`config.mk`:
```
export PLATFORM = sky130hd
export DESIGN_NAME = parallel_port_p0_p1
export DESIGN_NICKNAME = d
export VERILOG_FILES = /design/src/hw/port_p0_p1_pkg.sv /design/src/hw/pin_sync.sv /design/src/hw/parallel_port_p0_p1.sv
export VERILOG_INCLUDE_DIRS = /design/src /design/src/hw
export SDC_FILE = /design/constraint.sdc
export NUM_CORES = 1
export LEC_CHECK = 0
export BUFFER_PORTS_ARGS = -buffer_cell sky130_fd_sc_hd__buf_2
export CORE_MARGIN = 2
export CORE_UTILIZATION = 25
export DETAILED_ROUTE_END_ITERATION = 8
export GPL_TIMING_DRIVEN = 1
export PLACE_DENSITY = 0.55
export SLEW_MARGIN = 20
export SYNTH_ARGS = -nofsm -noshare
export SYNTH_HDL_FRONTEND = slang
export SYNTH_SLANG_ARGS = --single-unit
export TNS_END_PERCENT = 10
```
`constraint.sdc`:
```
create_clock -name clk -period 1.9 [get_ports clk]
set_input_delay 0.19 -clock clk [delete_from_list [all_inputs] [get_ports clk]]
set_output_delay 0.19 -clock clk [all_outputs]
set_load 0.02 [all_outputs]
```
`src/hw/port_p0_p1_defines.svh`:
```
// Offsets, reset values and field positions of the two-port I/O block
// Included by the port design module and the testbench
`ifndef PORT_P0_P1_DEFINES_SVH
`define PORT_P0_P1_DEFINES_SVH
`define ADDR_PORT0_OUTPUT_LATCH 6'h00
`define ADDR_PORT1_OUTPUT_LATCH 6'h01
`define ADDR_PORT0_PIN_LEVELS 6'h08
`define ADDR_PORT1_DIRECTION_CONTROL 6'h0D
`define ADDR_EXTERNAL_INTERRUPT_CONTROL 6'h37
`define RESET_PORT0_OUTPUT_LATCH 8'hFF
`define RESET_PORT1_OUTPUT_LATCH 6'h00
`define RESET_PORT1_DIRECTION_CONTROL 6'h00
`define RESET_EXTERNAL_INTERRUPT_CONTROL 8'h00
`define POS_PIN0_INTERRUPT_SELECT 6
`define PORT1_WIDTH 6
`define UNDEFINED_HIGH_BITS 2'h0
`endif

```
`src/hw/port_p0_p1_pkg.sv`:
```
// Types shared by the two-port I/O block
// Assumes the defines header is on the include path
package port_p0_p1_pkg;
  typedef struct packed {
    logic rd;
    logic wr;
    logic [5:0] addr;
    logic [7:0] wdata;
  } sfr_req_t;
  typedef struct packed {
    logic [5:0] oe;
    logic [5:0] out;
  } port1_drive_t;
endpackage

```
`src/hw/pin_sync.sv`:
```
// Two-flop synchroniser for a group of pin inputs
// Assumes pins are asynchronous to clk
`timescale 1ns/1ps
`default_nettype none
module pin_sync #(
  parameter int W = 8
) (
  input wire logic clk,
  input wire logic [W-1:0] d,
  output logic [W-1:0] q
);
  logic [W-1:0] meta;
  always_ff @(posedge clk) begin
    meta <= d;
    q <= meta;
  end
endmodule // pin_sync
`default_nettype wire

```
`src/hw/parallel_port_p0_p1.sv`:
```
// Port 0 and port 1 parallel I/O with their special-function registers
// Assumes the CPU presents one-cycle rd/wr strobes in the read and write cycle states
// Behaviour
// - Reset loads all port-0 output latch bits with one.
// - Port-0 latch address reads latch; pin-level address reads port-0 pins.
// - Interrupt select bit chooses plain I/O or interrupt input; reset gives I/O.
// - Port-0 pins also carry interrupt, serial and timer secondary functions.
// - Port 1 has six bits, direction bit zero input, one output.
// - Reset clears port-1 direction bits and port-1 output latch.
// - Port-1 latch is writable whatever the direction.
// - Bits 7 and 6 of port-1 latch and direction read undefined; the code reads them as zero.
// - Port-1 data read gives pins for inputs and latch for outputs.
// - Input data is sampled in the read sample state.
// - Output latches load in the write update state; pin drivers follow one clock later.
// - Select zero gives port-0 bit 0 as I/O, one as interrupt zero input.
`timescale 1ns/1ps
`default_nettype none
`include "port_p0_p1_defines.svh"
module parallel_port_p0_p1 (
  input wire logic clk,
  input wire logic rst_n,
  input wire port_p0_p1_pkg::sfr_req_t req,
  input wire logic readSampleState,
  input wire logic writeUpdateState,
  output logic [7:0] rdata,
  input wire logic [7:0] port0In,
  output logic [7:0] port0Out,
  output logic [7:0] port0Oe,
  input wire logic [5:0] port1In,
  output port_p0_p1_pkg::port1_drive_t port1Drive,
  output logic externalInterruptZeroInput,
  output logic [7:0] port0SecondaryIn,
  input wire logic [7:0] port0SecondaryOut,
  output logic [5:0] port1SecondaryIn,
  input wire logic [5:0] port1SecondaryOut,
  input wire logic [5:0] port1SecondaryEn
);
  logic [7:0] port0OutputLatch;
  logic [5:0] port1OutputLatch;
  logic [5:0] port1DirectionControl;
  logic [7:0] externalInterruptControl;
  logic [7:0] port0Pins;
  logic [5:0] port1Pins;
  logic wrHit;
  logic rdHit;
  logic [7:0] next_rdata;

  pin_sync #(.W(8)) syncPort0 (.clk(clk), .d(port0In), .q(port0Pins));
  pin_sync #(.W(6)) syncPort1 (.clk(clk), .d(port1In), .q(port1Pins));

  assign wrHit = req.wr && writeUpdateState;
  assign rdHit = req.rd && readSampleState;

  // Port-0 latch
  always_ff @(posedge clk) begin
    if (!rst_n) begin
      port0OutputLatch <= `RESET_PORT0_OUTPUT_LATCH;
    end else if (wrHit && req.addr == `ADDR_PORT0_OUTPUT_LATCH) begin
      port0OutputLatch <= req.wdata;
    end
  end

  // Port-1 latch, accepted regardless of direction
  always_ff @(posedge clk) begin
    if (!rst_n) begin
      port1OutputLatch <= `RESET_PORT1_OUTPUT_LATCH;
    end else if (wrHit && req.addr == `ADDR_PORT1_OUTPUT_LATCH) begin
      port1OutputLatch <= req.wdata[5:0];
    end
  end

  // Port-1 direction
  always_ff @(posedge clk) begin
    if (!rst_n) begin
      port1DirectionControl <= `RESET_PORT1_DIRECTION_CONTROL;
    end else if (wrHit && req.addr == `ADDR_PORT1_DIRECTION_CONTROL) begin
      port1DirectionControl <= req.wdata[5:0];
    end
  end

  // Interrupt control, only the pin-0 select acts here
  always_ff @(posedge clk) begin
    if (!rst_n) begin
      externalInterruptControl <= `RESET_EXTERNAL_INTERRUPT_CONTROL;
    end else if (wrHit && req.addr == `ADDR_EXTERNAL_INTERRUPT_CONTROL) begin
      externalInterruptControl <= req.wdata;
    end
  end

  // Read mux
  always_comb begin
    next_rdata = 8'h00;
    case (req.addr)
      `ADDR_PORT0_OUTPUT_LATCH: next_rdata = port0OutputLatch;
      `ADDR_PORT0_PIN_LEVELS: next_rdata = port0Pins;
      `ADDR_PORT1_OUTPUT_LATCH: begin
        next_rdata = {`UNDEFINED_HIGH_BITS,
          (port1DirectionControl & port1OutputLatch)
          | (~port1DirectionControl & port1Pins)};
      end
      `ADDR_PORT1_DIRECTION_CONTROL: begin
        next_rdata = {`UNDEFINED_HIGH_BITS, port1DirectionControl};
      end
      `ADDR_EXTERNAL_INTERRUPT_CONTROL: next_rdata = externalInterruptControl;
      default: next_rdata = 8'h00;
    endcase
  end

  always_ff @(posedge clk) begin
    if (!rst_n) begin
      rdata <= 8'h00;
    end else if (rdHit) begin
      rdata <= next_rdata;
    end
  end

  // Pin drivers: port 0 open drain, secondary output ANDs into the latch
  always_ff @(posedge clk) begin
    if (!rst_n) begin
      port0Out <= 8'h00;
      port0Oe <= 8'h00;
    end else begin
      port0Out <= 8'h00;
      port0Oe <= ~(port0OutputLatch & port0SecondaryOut);
    end
  end

  always_ff @(posedge clk) begin
    if (!rst_n) begin
      port1Drive <= '0;
    end else begin
      port1Drive.oe <= port1DirectionControl;
      port1Drive.out <= port1OutputLatch
        & (~port1SecondaryEn | port1SecondaryOut);
    end
  end

  always_ff @(posedge clk) begin
    if (!rst_n) begin
      externalInterruptZeroInput <= 1'b1;
      port0SecondaryIn <= 8'hFF;
      port1SecondaryIn <= 6'h00;
    end else begin
      externalInterruptZeroInput <= externalInterruptControl[`POS_PIN0_INTERRUPT_SELECT]
        ? port0Pins[0] : 1'b1;
      port0SecondaryIn <= port0Pins;
      port1SecondaryIn <= port1Pins & ~port1DirectionControl;
    end
  end
endmodule // parallel_port_p0_p1
`default_nettype wire

```
# [Yosys cells after proc, flatten, opt, wreduce, memory -nomap -nowiden]
# Cells that the tools add are included.
[totals] mem_bits_ro=0 word_cells=37 regBits=99 ram_bits=0 out_inout_bits=51 n_memories=0 latch_bits=0 input_bits=54
[classes] add_sub_neg=0 magnitude_cmp=0 div=0 n_reduce_logical=8 shifts=0 bitwise_logic=9 n_eq_ne=4 muxes=1 mul=0
[op_table] operator="8-bit one-hot mux with 5 select lines" count=1
[op_table] operator="6-bit bitwise AND" count=3
[op_table] operator="6-bit by 4-bit == test with 1-bit output (second input constant)" count=2
[op_table] operator="6-bit inverter" count=2
[op_table] operator="6-bit OR" count=2
[op_table] operator="8-bit bitwise AND" count=1
[op_table] operator="8-bit inverter" count=1
[op_table] operator="6-bit by 1-bit == test with 1-bit output (second input constant)" count=1
[op_table] operator="6-bit == test (second input constant)" count=1
[op_table] operator="1-bit logical AND" count=6
[op_table] operator="6-bit zero test" count=1
[op_table] operator="2-bit AND reduction" count=1

# [Depth between registers and ports, before layout]
[depth] word_depth=4 ltp_mapped=5

# [By module]
# From an unflattened synthesis, not the netlist that was laid out.
[hier_totals] hier_cells=323 hier_area_um2=3337.0
[modules_own_cells] module="parallel_port_p0_p1" cells_each=295 area_per_inst_um2=2776.4 instances=1
[modules_own_cells] module="pin_sync (syncPort0)" cells_each=16 area_per_inst_um2=320.3 instances=1
[modules_own_cells] module="pin_sync (syncPort1)" cells_each=12 area_per_inst_um2=240.2 instances=1

# [Worst setup path before layout]
# No wires, ideal clock.
[synth_timing] kind="input-to-reg" start="input req[9] in the netlist's numbering" end="register port1DirectionControl[5]" cell_stages=5 t_arrival_ns=1.382 setup_time_ns=0.128 required_ns=1.772 slack_ns=0.390 path_buffers=1 path_cell_list="or4b_1 -> buf_2 -> nor3_4 -> mux2i_1 -> nor2_1"
[synth_via] elab_chain_cells=2
[synth_lines] item="start, declared" line_no="parallel_port_p0_p1.sv:22" rtl="input wire port_p0_p1_pkg::sfr_req_t req,"
[synth_lines] item="6-bit by 4-bit == test with 1-bit output"
[synth_lines] item="1-bit logical AND (no source line)"
[synth_lines] item="end signal, assigned" line_no="parallel_port_p0_p1.sv:75" rtl="port1DirectionControl <= `RESET_PORT1_DIRECTION_CONTROL;"
[synth_lines] item="end signal, assigned" line_no="parallel_port_p0_p1.sv:77" rtl="port1DirectionControl <= req.wdata[5:0];"
[synth_lines] item="end, declared" line_no="parallel_port_p0_p1.sv:40" rtl="logic [5:0] port1DirectionControl;"
# No other way between the ends.
# A chain may end at the register's enable or synchronous reset.

# [Final worst setup path]
[layout_timing] start="input req[9] in the netlist's numbering" end="register port1DirectionControl[3]"
# The elaborated chain is that of the path after synthesis.

==> flow_summary.ini <==
[sta]
slew_headroom_pct = 66.6
fin_crit_ns = 1.45
skew_ns = 0.00585
rsz0062_at_grt = no
slew_violations = 0
fin_tns_setup_ns = 0
worst_pin_slew_ns = 0.501
finalHoldViolCount = 0
fmax_mhz = 691
setup_viol = 0
fin_crit_sh_pct = 76.2

[placement]
hpwlAfterDp_um = 6100
io_buffers = 96
dp.cells = 565
gp_congestion = 0.775

[finish]
final_common_cell = dfxtp_1
syn_to_final_growth_pct = 35.7
fillers = 1281
instances_no_fill = 596
fin_util_pct = 34.7
fin_nets = 474
layout_common_cells = 99 x dfxtp_1, 96 x buf_2, 29 x nor2_1, 28 x mux2i_1, 19 x nand2_1
num_antenna_cells = 0
layout-drive-gt1-share_pct = 30.7

[power]
peakVddDrop_mv = 0.363
total_power_mw = 4.16
p_per_area_mw_per_mm2 = 953
p_leak_nw = 1.95

[routing]
vias = 2523
antenna_left = 0
drt_first_pass_iters = 4
wl_per_cell_um = 14.4
drt_wl_total_um = 8590
post_drt_via_cell_ratio = 4.23
drc_errors = 0
drtIter0Drc = 158

[floorplanning]
io_pins = 105
floorplan.initialDensity_pct = 25.6
die-area_sq_mm = 0.0138
core_sq_mm = 0.0126
fp-row-count = 41
die_x_um = 117
die_y_um = 117

[global_route]
grt_pass1_vias = 2549
track_usage_pct = 12.9
antenna_found_initial = 0
grt_pass1_wl_um = 13500
grt_max_degree = 35
overflow = 0

[clock_tree]
hold_buffers = 16
clk_pin_slew_ns = 0.07
post_cts_buffers = 0
cts_inserted_buffers = 9
ctsLongestPathBuffers = 2
cts_resized = 0
insertion_delay_ns = 0.34
htreeDepth = 3
ctsRootBufferMaster = clkbuf_16
cts_sinks = 99
cts_tree = built

[critical_path]
cp_max_fo = 6
cp.arrival_ns = 1.67
required_ns = 2.12
cp-start-kind = input pin
crit_path_end_kind = register
reg2reg_depth = 3
critical_path_class = in2reg

[yosys]
synth.avg_cell_area_sq_um = 10.9
synth_cell_type_count = 33
ys_warn_count = 0
ys.flop_type = dfxtp_1
ys_seq_area_share_pct = 61.6
syn-cell-area_sq_mm = 0.00322
async_flop_share_pct = 0
ys_ff_latch = 99
synth_edf_count = 0
synthCells = 296

[worst_hold_path]
worstHoldPathCells = 2
hold_class = in2reg

[job]
max_cap_violations = 0

[status]
status = finished, final reports clean
## final cells by class
| cell class | count | area [sq um] | area share [%] |
|---|---|---|---|
| Tap cell | 172 | 215 | 4.93 |
| Inverter | 15 | 56.3 | 1.29 |
| Sequential cell | 99 | 1980 | 45.4 |
| Clock inverter | 4 | 26.3 | 0.602 |
| Timing Repair Buffer | 123 | 723 | 16.6 |
| Multi-Input combinational cell | 172 | 1110 | 25.4 |
| Clock buffer | 11 | 253 | 5.79 |
## layer usage
layer | up-vias | share of wire, % | track usage (%)
li1 | 1254 | - | -
met1 | 1158 | 45 | 16.0
met2 | 96 | 45 | 19.9
met3 | 15 | 7.8 | 5.01
met4 | 0 | 2.2 | 5.72
met5 | - | 0 | 0
## registers in the layout, indices dropped and copies added (netlist names), 6 cells and up
signal,flops
externalInterruptControl,8
syncPort0.q,8
port1SecondaryIn,6
port1Drive,12
syncPort1.q,6
port1DirectionControl,6
port1OutputLatch,6
rdata,8
port0SecondaryIn,8
port0Oe,8
syncPort1.meta,6
syncPort0.meta,8
port0OutputLatch,8
## worst max-delay path, stage by stage
cell and delay [ns]:
buf_2 0.13, or4b_1 0.66, nor3_4 0.40, mux2i_1 0.24, nor2_1 0.05
## path summary, 6_finish.rpt
path | from | to | slack (ns)
min reg2reg | syncPort0.meta[5] | syncPort0.q[5] | 0.33
max reg2reg | syncPort0.q[6] | rdata[6] | 0.93
max | req[9] | port1DirectionControl[3] | 0.45
min | port1SecondaryEn[5] | port1Drive[5] | 0.02
## synth_stat cells, types with 3 or more instances
library cell   n  area [sq um]
a32oi_1        6          52.6
and3_1        14          87.6
nand2_1       19          71.3
nor3_1         3          15.0
o21ai_0       12          60.1
nand2b_1       8          50.1
dfxtp_1       99          1980
a221oi_1       6          52.6
mux2i_1       28           280
buf_4          8          60.1
clkbuf_1       7          26.3
a31oi_1        6          37.5
inv_1         14          52.6
a21oi_1       16          80.1
nor2_1        29           109
## through the flow
stage / cell area (sq um) / hold slack (ns) / worst slack, ns
6_report: 4360 / 0.0155 / 0.452
5_1_grt: 4360 / 0.0103 / 0.363
4_1_cts: 4360 / 0.00106 / 0.457
3_5_place_dp: 3930 / 0.294 / 0.0889
3_3_place_gp: 3930 / 0.293 / 0.0951
2_1_floorplan: 3240 / 0.218 / 0.390
## kinds of logic (layout without fill, tap and decap cells)
kind of cell	Yosys count	after routing	share of synthesized area, %
AND/OR/NAND/NOR	88	88	15.6
flip-flops	99	99	61.6
multiplexers	28	28	8.72
other	1	8	0.117
AO/OA/AOI/OAI	48	48	9.26
buffers and inverters	32	153	4.71
## power breakdown
| part | switching (mW) | total (mW) | internal (mW) |
|---|---|---|---|
| clock network | 0.758 | 1.71 | 0.949 |
| registers | 0.0232 | 2.16 | 2.14 |
| logic | 0.170 | 0.288 | 0.117 |
| total | 0.951 | 4.16 | 3.21 |
Power figures use the tool's default switching activity.
